File: src/t1_performance_monitor_map.svh
// register indices, field positions and reset values of the counter bank
`ifndef T1_PERFORMANCE_MONITOR_MAP_SVH
`define T1_PERFORMANCE_MONITOR_MAP_SVH

// ----------------------------------------------------------------
// register indices (byte address = 4 * index)
// ----------------------------------------------------------------
`define PM_IDX_W          14
`define PM_IDX_PRBS_HIGH  14'h090d
`define PM_IDX_PRBS_LOW   14'h090e
`define PM_IDX_SLIP       14'h090f
`define PM_IDX_ZERO_HIGH  14'h0910
`define PM_IDX_ZERO_LOW   14'h0911
`define PM_IDX_IRQ_STATUS 14'h0920
`define PM_IDX_IRQ_MASK   14'h0921

// ----------------------------------------------------------------
// event bit positions in status and mask
// ----------------------------------------------------------------
`define PM_EV_PRBS  0
`define PM_EV_SLIP  1
`define PM_EV_ZERO  2
`define PM_EV_COUNT 3

// ----------------------------------------------------------------
// widths and reset values
// ----------------------------------------------------------------
`define PM_PRBS_W    16
`define PM_SLIP_W    8
`define PM_ZERO_W    16
`define PM_BYTE_RST  8'h00
`define PM_MASK_RST  3'h0

`endif

File: src/t1_performance_monitor_pkg.sv
// types shared by the counter bank modules
package t1_performance_monitor_pkg;

  // events from the receive framer and the transmit slip buffer
  typedef struct packed {
    logic prbs_bit_error;
    logic slip_frame_repeat;
    logic slip_frame_drop;
    logic zero_run_violation;
  } performance_monitor_events_t;

  // state of the bus-facing part of the bank
  typedef struct packed {
    logic        ack;
    logic [31:0] dat;
    logic [7:0]  prbs_shadow;
    logic        prbs_vld;
    logic [7:0]  zero_shadow;
    logic        zero_vld;
    logic [2:0]  mask;
  } bank_state_t;

  typedef struct packed {
    logic [2:0] status;
    logic       irq;
  } irq_state_t;

endpackage

File: src/tally_counter.sv
// saturating event counter with clear that keeps a same-cycle event
`timescale 1ns/1ps
`default_nettype none
module tally_counter #(
  parameter int WIDTH = 16
) (
  input  wire logic             clk_i,
  input  wire logic             rst_i,
  input  wire logic [1:0]       inc_i,
  input  wire logic             clear_i,
  output logic      [WIDTH-1:0] count_o
);

  typedef struct packed {
    logic [WIDTH-1:0] count;
  } tally_state_t;

  tally_state_t st_r;
  tally_state_t st_nxt;

  // add, stopping at all ones
  function automatic logic [WIDTH-1:0] sat_add(input logic [WIDTH-1:0] b,
                                               input logic [1:0] inc);
    logic [WIDTH:0] sum;
    sum = {1'b0, b} + {{(WIDTH-1){1'b0}}, inc};
    sat_add = sum[WIDTH] ? {WIDTH{1'b1}} : sum[WIDTH-1:0];
  endfunction

  always_comb begin
    st_nxt = st_r;
    // an event in the clearing cycle starts the next count
    st_nxt.count = sat_add(clear_i ? {WIDTH{1'b0}} : st_r.count, inc_i);
  end

  always_ff @(posedge clk_i) begin
    if (rst_i) begin
      st_r <= '0;
    end else begin
      st_r <= st_nxt;
    end
  end

  assign count_o = st_r.count;

endmodule
`default_nettype wire

File: src/irq_sticky.sv
// sticky event status, read-clear, masked onto one level interrupt
`timescale 1ns/1ps
`default_nettype none
module irq_sticky (
  input  wire logic       clk_i,
  input  wire logic       rst_i,
  input  wire logic [2:0] set_i,
  input  wire logic       clear_i,
  input  wire logic [2:0] mask_i,
  output logic      [2:0] status_o,
  output logic            irq_o
);

  t1_performance_monitor_pkg::irq_state_t st_r;
  t1_performance_monitor_pkg::irq_state_t st_nxt;

  always_comb begin
    st_nxt = st_r;
    // set wins over the read that clears
    st_nxt.status = (clear_i ? 3'h0 : st_r.status) | set_i;
    st_nxt.irq    = |(st_nxt.status & mask_i);
  end

  always_ff @(posedge clk_i) begin
    if (rst_i) begin
      st_r <= '0;
    end else begin
      st_r <= st_nxt;
    end
  end

  assign status_o = st_r.status;
  assign irq_o    = st_r.irq;

endmodule
`default_nettype wire

File: src/t1_perf_error_counters.sv
// performance error counter bank with classic wishbone register port
`timescale 1ns/1ps
`default_nettype none
`include "t1_performance_monitor_map.svh"
module t1_perf_error_counters (
  input  wire logic                      clk_i,
  input  wire logic                      rst_i,
  input  wire logic                      cyc_i,
  input  wire logic                      stb_i,
  input  wire logic                      we_i,
  input  wire logic [15:0]               adr_i,
  input  wire logic [3:0]                sel_i,
  input  wire logic [31:0]               dat_i,
  output logic                           ack_o,
  output logic      [31:0]               dat_o,
  input  wire t1_performance_monitor_pkg::performance_monitor_events_t events_i,
  output logic                           irq_o
);

  // ----------------------------------------------------------------
  // declarations
  // ----------------------------------------------------------------
  t1_performance_monitor_pkg::bank_state_t st_r;
  t1_performance_monitor_pkg::bank_state_t st_nxt;

  logic [`PM_IDX_W-1:0]  idx;
  logic                  go;
  logic                  rd;
  logic                  wr;
  logic                  rd_prbs_hi;
  logic                  rd_prbs_lo;
  logic                  rd_slip;
  logic                  rd_zero_hi;
  logic                  rd_zero_lo;
  logic                  rd_status;
  logic                  prbs_clr;
  logic                  slip_clr;
  logic                  zero_clr;
  logic [1:0]            prbs_inc;
  logic [1:0]            slip_inc;
  logic [1:0]            zero_inc;
  logic [2:0]            ev_set;
  logic [2:0]            status;
  logic [`PM_PRBS_W-1:0] prbs_cnt;
  logic [`PM_SLIP_W-1:0] slip_cnt;
  logic [`PM_ZERO_W-1:0] zero_cnt;

  // byte register onto the 32-bit data bus, upper bits zero
  function automatic logic [31:0] byte_word(input logic [7:0] b);
    byte_word = {24'h000000, b};
  endfunction

  // ----------------------------------------------------------------
  // access decode
  // ----------------------------------------------------------------
  // one access per request: the edge that raises ack does the side effect
  assign go  = cyc_i & stb_i & ~st_r.ack;
  assign idx = adr_i[15:2];
  assign rd  = go & ~we_i;
  assign wr  = go & we_i;

  assign rd_prbs_hi = rd & (idx == `PM_IDX_PRBS_HIGH);
  assign rd_prbs_lo = rd & (idx == `PM_IDX_PRBS_LOW);
  assign rd_slip    = rd & (idx == `PM_IDX_SLIP);
  assign rd_zero_hi = rd & (idx == `PM_IDX_ZERO_HIGH);
  assign rd_zero_lo = rd & (idx == `PM_IDX_ZERO_LOW);
  assign rd_status  = rd & (idx == `PM_IDX_IRQ_STATUS);

  // a low read after a high read only drains the shadow
  assign prbs_clr = rd_prbs_hi | (rd_prbs_lo & ~st_r.prbs_vld);
  assign zero_clr = rd_zero_hi | (rd_zero_lo & ~st_r.zero_vld);
  assign slip_clr = rd_slip;

  // ----------------------------------------------------------------
  // event inputs
  // ----------------------------------------------------------------
  // same clock as the framer core, so no synchroniser here
  assign prbs_inc = {1'b0, events_i.prbs_bit_error};
  assign zero_inc = {1'b0, events_i.zero_run_violation};
  // repeat and drop in one cycle are two slips
  assign slip_inc = {events_i.slip_frame_repeat & events_i.slip_frame_drop,
                     events_i.slip_frame_repeat ^ events_i.slip_frame_drop};

  assign ev_set[`PM_EV_PRBS] = events_i.prbs_bit_error;
  assign ev_set[`PM_EV_SLIP] = events_i.slip_frame_repeat | events_i.slip_frame_drop;
  assign ev_set[`PM_EV_ZERO] = events_i.zero_run_violation;

  // ----------------------------------------------------------------
  // counters and interrupt
  // ----------------------------------------------------------------
  tally_counter #(
    .WIDTH (`PM_PRBS_W)
  ) u_prbs (
    .clk_i   (clk_i),
    .rst_i   (rst_i),
    .inc_i   (prbs_inc),
    .clear_i (prbs_clr),
    .count_o (prbs_cnt)
  );

  tally_counter #(
    .WIDTH (`PM_SLIP_W)
  ) u_slip (
    .clk_i   (clk_i),
    .rst_i   (rst_i),
    .inc_i   (slip_inc),
    .clear_i (slip_clr),
    .count_o (slip_cnt)
  );

  tally_counter #(
    .WIDTH (`PM_ZERO_W)
  ) u_zero (
    .clk_i   (clk_i),
    .rst_i   (rst_i),
    .inc_i   (zero_inc),
    .clear_i (zero_clr),
    .count_o (zero_cnt)
  );

  irq_sticky u_irq (
    .clk_i    (clk_i),
    .rst_i    (rst_i),
    .set_i    (ev_set),
    .clear_i  (rd_status),
    .mask_i   (st_r.mask),
    .status_o (status),
    .irq_o    (irq_o)
  );

  // ----------------------------------------------------------------
  // register file
  // ----------------------------------------------------------------
  always_comb begin
    st_nxt     = st_r;
    st_nxt.ack = go;
    if (go) begin
      st_nxt.dat = 32'h00000000;
    end
    if (rd) begin
      case (idx)
        `PM_IDX_PRBS_HIGH: begin
          st_nxt.dat         = byte_word(prbs_cnt[15:8]);
          st_nxt.prbs_shadow = prbs_cnt[7:0];
          st_nxt.prbs_vld    = 1'b1;
        end
        `PM_IDX_PRBS_LOW: begin
          if (st_r.prbs_vld) begin
            st_nxt.dat      = byte_word(st_r.prbs_shadow);
            st_nxt.prbs_vld = 1'b0;
          end else begin
            st_nxt.dat = byte_word(prbs_cnt[7:0]);
          end
        end
        `PM_IDX_SLIP: begin
          st_nxt.dat = byte_word(slip_cnt);
        end
        `PM_IDX_ZERO_HIGH: begin
          st_nxt.dat         = byte_word(zero_cnt[15:8]);
          st_nxt.zero_shadow = zero_cnt[7:0];
          st_nxt.zero_vld    = 1'b1;
        end
        `PM_IDX_ZERO_LOW: begin
          if (st_r.zero_vld) begin
            st_nxt.dat      = byte_word(st_r.zero_shadow);
            st_nxt.zero_vld = 1'b0;
          end else begin
            st_nxt.dat = byte_word(zero_cnt[7:0]);
          end
        end
        `PM_IDX_IRQ_STATUS: begin
          st_nxt.dat = {29'h00000000, status};
        end
        `PM_IDX_IRQ_MASK: begin
          st_nxt.dat = {29'h00000000, st_r.mask};
        end
        default: begin
          // unmapped: acknowledged, reads zero
          st_nxt.dat = 32'h00000000;
        end
      endcase
    end
    // only the mask is writable; writes to counters are dropped
    if (wr && (idx == `PM_IDX_IRQ_MASK) && sel_i[0]) begin
      st_nxt.mask = dat_i[2:0];
    end
  end

  always_ff @(posedge clk_i) begin
    if (rst_i) begin
      st_r      <= '0;
      st_r.mask <= `PM_MASK_RST;
    end else begin
      st_r <= st_nxt;
    end
  end

  assign ack_o = st_r.ack;
  assign dat_o = st_r.dat;
endmodule
`default_nettype wire

File: config.mk
export PLATFORM = sky130hd
export DESIGN_NAME = t1_perf_error_counters
export DESIGN_NICKNAME = d
export VERILOG_FILES = /design/src/t1_performance_monitor_pkg.sv /design/src/tally_counter.sv /design/src/irq_sticky.sv /design/src/t1_perf_error_counters.sv
export VERILOG_INCLUDE_DIRS = /design/src /design/src/src
export SDC_FILE = /design/constraint.sdc
export NUM_CORES = 1
export LEC_CHECK = 0
export BUFFER_PORTS_ARGS = -buffer_cell sky130_fd_sc_hd__buf_2
export CAP_MARGIN = 20
export CORE_MARGIN = 4
export CORE_UTILIZATION = 47
export DETAILED_ROUTE_END_ITERATION = 12
export PLACE_DENSITY_LB_ADDON = 0.05
export SKIP_CTS_REPAIR_TIMING = 1
export SLEW_MARGIN = 20
export SYNTH_ARGS = -nofsm -noshare
export SYNTH_HDL_FRONTEND = slang
export SYNTH_SLANG_ARGS = --single-unit
File: constraint.sdc
create_clock -name clk_i -period 2.8 [get_ports clk_i]
set_clock_uncertainty 0.1 [all_clocks]
set_input_delay 0.7 -clock clk_i [delete_from_list [all_inputs] [get_ports clk_i]]
set_output_delay 0.7 -clock clk_i [all_outputs]
set_load 0.005 [all_outputs]
Yosys cells after proc, flatten, opt, wreduce, memory -nomap -nowiden
Index checks and enable logic that the tools add are counted.

word-level totals
  flip-flop bits (word level) = 98
  input port bits = 61
  output and inout bits = 34
  logic and storage cells = 71

cells by class
  reductions and logical operators = 10
  add/sub/neg operators = 3
  bitwise logic cells = 23
  multiplexer cells = 16
  equality and inequality tests = 7

operator list
  cell                                                    count
  case mux 32 bit (7 select lines)                        1
  equality test 14 x 12 -> 1 bit (second input constant)  7
  2-to-1 mux 16 bit                                       4
  2-to-1 mux 50 bit                                       1
  2-to-1 mux 8 bit                                        6
  adder 16 x 1 -> 17 bit                                  2
  2-to-1 mux 32 bit                                       1
  AND 1 bit                                               13
  adder 8 x 2 -> 9 bit                                    1
  AND reduction 2 bit                                     4
  nonzero test 2 bit                                      3
  NOT 1 bit                                               4
  case mux 1 bit (2 select lines)                         2
  AND 3 bit                                               1
  2-to-1 mux 3 bit                                        1
  OR 1 bit                                                3
  OR 3 bit                                                1
  OR reduction 3 bit                                      1
  logical AND 1 bit                                       2
  XOR 1 bit                                               1

Depth between registers and ports, before layout
  depth in word-level cells = 9
  mapped depth = 12
  mapped depth without buffers = 10

Hierarchy
A second synthesis with hierarchy kept.

unflattened totals
  cell total of the unflattened synthesis = 528
  area, all modules = 4,654.5 µm²

modules (own cells, without submodules)
  module                      area an instance (µm²)  cells an instance  instances
  t1_perf_error_counters      2,125.8                 255                1
  tally_counter (u_prbs ...)  954.7                   104                2
  tally_counter (u_slip)      474.2                   52                 1
  irq_sticky                  145.1                   13                 1

Least setup slack after synthesis
No wires, ideal clock.

  path kind = input-to-reg
  start point = input adr_i[3]
  end point = register u_prbs.st_r, in the netlist u_prbs.count_o[0]
  setup time = 0.087 ns
  slack = -0.160 ns
  arrival = 2.773 ns
  stages on the path = 12
  cells stage by stage = buf_6 nand2b_1 clkbuf_1 o21a_1 nor2_1 nor2b_1 ha_1 clkbuf_1 nand4_1 or4_1 buf_2 o31ai_1

on the way
  cells in the longest elaborated chain, start to end = 7
  elaborated cells between the ends (all ways) = 9
  classes of those cells = 1 x add/sub; 2 x eq/ne; 2 x mux; 4 x bitwise

RTL lines
  what                            RTL line                      RTL
  start, declared                 t1_perf_error_counters.sv:11  input wire logic [15:0] adr_i,
  equality test 14 x 12 -> 1 bit  --
  AND 1 bit                       t1_perf_error_counters.sv:63  assign rd_prbs_lo = rd & (idx == `PM_IDX_PRBS_LOW);
  AND 1 bit                       t1_perf_error_counters.sv:70  assign prbs_clr = rd_prbs_hi | (rd_prbs_lo & ~st_r.prbs_vld);
  OR 1 bit *                      t1_perf_error_counters.sv:70
  2-to-1 mux 16 bit *             tally_counter.sv:32           st_nxt.count = sat_add(clear_i ? {WIDTH{1'b0}} : st_r.count, inc_i);
  adder 16 x 1 -> 17 bit *        tally_counter.sv:25           sum = {1'b0, b} + {{(WIDTH-1){1'b0}}, inc};
  2-to-1 mux 16 bit *             tally_counter.sv:26           sat_add = sum[WIDTH] ? {WIDTH{1'b1}} : sum[WIDTH-1:0];
  end signal, assigned            tally_counter.sv:39           st_r <= st_nxt;
  end, declared                   tally_counter.sv:18           tally_state_t st_r;

Mark *: on every way between the ends. The rest lies on a longest branch, timed or not.
A chain may end at the register's enable or synchronous reset.

Worst setup path in the final report
  start point = input adr_i[6]
  end point = register u_slip.st_r, in the netlist u_slip.count_o[1]

on the way
  cells in the longest elaborated chain, start to end = 5

RTL lines
  what                            RTL line                      RTL
  equality test 14 x 12 -> 1 bit  --
  AND 1 bit                       t1_perf_error_counters.sv:64  assign rd_slip = rd & (idx == `PM_IDX_SLIP);
  2-to-1 mux 8 bit                tally_counter.sv:32
  adder 8 x 2 -> 9 bit            tally_counter.sv:25
  2-to-1 mux 8 bit                tally_counter.sv:26
  end signal, assigned            tally_counter.sv:39
  end, declared                   tally_counter.sv:18

No other way between the ends.

==> impl_metrics.json <==
{
  "run_status": "finished clean",
  "wirelength_um": 11710,
  "cp-startpoint": "adr_i[6]",
  "synthArstFlopShare_pct": 0,
  "synth_area_leader_cell": "sky130_fd_sc_hd__dfxtp_1",
  "place_congestion": 0.8422,
  "viasPerCell": 5.646,
  "synth-edff-count": 0,
  "postSynthAreaPerCell_um2": 8.287,
  "layout_min_cycle_time_ps": 2626,
  "cp_slowest_stage_delay_ps": 390,
  "number_of_storage_elements_in_the_synthesis_netlist": 74,
  "floorplan.die.height_um": 105.2,
  "clk_pin_slew_ps": 70,
  "cts-buffers-inserted": 9,
  "ys_dominant_reg_cell": "sky130_fd_sc_hd__dfxtp_1",
  "critPathLaunchType": "input port",
  "slew_headroom_pct": 61.20,
  "place_ws_ps": -273.2,
  "power_per_cell_area_nw_per_um2": 427.1,
  "netlist_instances": 536,
  "die_w_um": 105.2,
  "grt_antenna_before_repair": 0,
  "timing.critical_path.required_ps": 2980,
  "setup.worst_path.class": "in -> reg",
  "synth_largest_type_area_fraction_pct": 33.35,
  "cts_root_buffer": "sky130_fd_sc_hd__clkbuf_8",
  "worstPathCellList": "buf_2 -> and4bb_2 -> nand4_1 -> nor2_2 -> nor2b_1 -> ha_2 -> inv_2 -> fa_2 -> or3_4 -> o21bai_1 -> a21oi_1",
  "timing.hold.worst.start": "st_r[20]",
  "syn-cell-area_um2": 4442,
  "std_cell_rows": 35,
  "reg2reg_start": "ack_o",
  "tritoncts": "built",
  "fmax_ghz": 0.3808,
  "totalPowerFinal_mw": 2.175,
  "post_synth_main_area_contributors": "sky130_fd_sc_hd__dfxtp_1 33%, sky130_fd_sc_hd__mux2i_1 6.1%, sky130_fd_sc_hd__a21oi_1 5.7%",
  "final_net_count": 662,
  "antenna_violating_nets_post_route": 0,
  "post_drt_wl_per_cell_um": 16.12,
  "pin_count_of_the_biggest_net_entering_global_routing": 24,
  "synth.yosys.seq_area_share_pct": 33.35,
  "slowest_stage": "sky130_fd_sc_hd__fa_2",
  "rsz_0062_raised_after_global_routing": "false",
  "min_period_over_period_pct": 93.80,
  "area_of_the_die_um2": 11070,
  "timing.setup.tns_ps": 0,
  "grtUsageTotal_pct": 21.10,
  "total_leakage_power_nw": 1.808,
  "setup_viol": 0,
  "io_buffer_count": 36,
  "cts-htree-levels": 3,
  "end_kind": "flip-flop",
  "overflow": 0,
  "top_library_cells_by_usage_in_the_layout_fill_and_taps_aside": "74 x sky130_fd_sc_hd__dfxtp_1, 51 x sky130_fd_sc_hd__a21oi_1, 51 x sky130_fd_sc_hd__buf_4, 36 x sky130_fd_sc_hd__buf_2, 35 x sky130_fd_sc_hd__nand3_1",
  "final_max_slew_viol_count": 0,
  "layout_commonest_cell": "sky130_fd_sc_hd__dfxtp_1",
  "cts.sinks": 74,
  "critical_path_peak_fanout": 5,
  "drc": 0,
  "setup_slack_ps": 173.7,
  "detailedRoute.firstPassIterationCount": 4,
  "detailed_route_via_count": 4099,
  "holdWs_ps": 373.7,
  "yosysWarningCount": 0,
  "diodes": 0,
  "post_route_cells_drive_above_1_share_pct": 21.61,
  "ios": 95,
  "number_of_max_cap_violations": 0,
  "worstPathArrival_ps": 2800,
  "max-vdd-ir-drop_uv": 210.6,
  "worst_hold_path_type": "reg -> reg",
  "synth.lib_cells_used.distinct": 61,
  "syn_to_final_growth_pct": 14.65,
  "critical_path_buf_inv_count": 2,
  "cp_top_family": "simple AND/OR/NAND/NOR gates",
  "grt_pass1_vias": 3834,
  "clkLatencyLatePin_ps": 360,
  "area_inside_the_core_boundary_um2": 9240,
  "max-clock-path-buffers": 2,
  "grt_first_pass_wirelength_um": 18980,
  "initial_utilization_pct": 48.07,
  "dp_hpwl_um": 8775,
  "timing_hold_violations_final": 0,
  "tightest_slew_ps": 579.9,
  "drt_first_iter_violations": 112
}
[layer usage]
layer  GRT usage (%)  vias up  share of wire (%)
met5               0        -                  0
met4           7.966        0                1.9
met3           2.878       19                4.4
met2           35.61       95                 49
met1           27.33     1955                 45
li1                -     2030                  -
[tightest hold or removal path: stages (launching register included)]
cell	delay (ps)
sky130_fd_sc_hd__dfxtp_1	310
sky130_fd_sc_hd__o21ai_0	60
sky130_fd_sc_hd__a21oi_1	50
[path summary, 6_finish.rpt]
check                           end  slack, ps  cells after the start
setup / recovery  u_slip.count_o[1]        170                     11
hold reg to reg            st_r[20]        370                      2
hold / removal             st_r[20]        370                      2
setup reg to reg  u_slip.count_o[1]        230                     10
[final cells by class]
cell class / count / area, um2
Sequential cell: 74 / 1481
Fill cell: 896 / 4148
Clock buffer: 10 / 127.6
Timing Repair Buffer: 87 / 563.0
Multi-Input combinational cell: 405 / 2638
Inverter: 15 / 56.30
Clock inverter: 6 / 65.06
Tap cell: 129 / 161.4
[metrics by stage]
| stage | instances | utilization, % | cell area (um2) |
|---|---|---|---|
| final | 726 | 55.11 | 5092 |
| after global routing | 726 | 55.11 | 5092 |
| after CTS | 725 | 54.92 | 5075 |
| after detailed placement | 709 | 52.84 | 4882 |
| after global placement | 709 | 52.84 | 4882 |
| after floorplan | 559 | - | 4573 |
[cells in the mapped netlist (12+ instances only)]
| master | instances |
|---|---|
| sky130_fd_sc_hd__dfxtp_1 | 74 |
| sky130_fd_sc_hd__a21oi_1 | 51 |
| sky130_fd_sc_hd__nand3_1 | 35 |
| sky130_fd_sc_hd__buf_4 | 32 |
| sky130_fd_sc_hd__nand2_1 | 30 |
| sky130_fd_sc_hd__nor2_1 | 28 |
| sky130_fd_sc_hd__mux2i_1 | 27 |
| sky130_fd_sc_hd__o21ai_0 | 22 |
| sky130_fd_sc_hd__clkbuf_1 | 19 |
| sky130_fd_sc_hd__nor3_1 | 16 |
| sky130_fd_sc_hd__inv_1 | 15 |
| sky130_fd_sc_hd__nand4_1 | 15 |
| sky130_fd_sc_hd__a22oi_1 | 12 |
[report_power, final]
part / internal (mW) / switching (mW)
logic: 0.105 / 0.135
clock network: 0.414 / 0.436
registers: 1.07 / 0.0168
total: 1.59 / 0.588
[cell families (layout without fill, tap and decap cells)]
| family | count (synthesis) | in the layout | synth area share (%) |
|---|---|---|---|
| AOI/OAI and AO/OA | 140 | 140 | 19.58 |
| xor gates and xnor gates | 20 | 20 | 3.943 |
| adders and majority gates | 9 | 9 | 2.704 |
| buffers and inverters | 80 | 118 | 10.11 |
| DFF | 74 | 74 | 33.35 |
| muxes | 31 | 31 | 7.099 |
| other | 1 | 24 | 0.08443 |
| and+or+nand+nor | 181 | 181 | 23.13 |
[flip-flops by register name (all words and copies together), names as in the netlist]
name / flops
ack_o: 1
u_irq.status_o: 3
u_irq.irq_o: 1
u_zero.count_o: 16
dat_o: 8
u_prbs.count_o: 16
st_r: 21
u_slip.count_o: 8
Power figures use the tool's default switching activity.
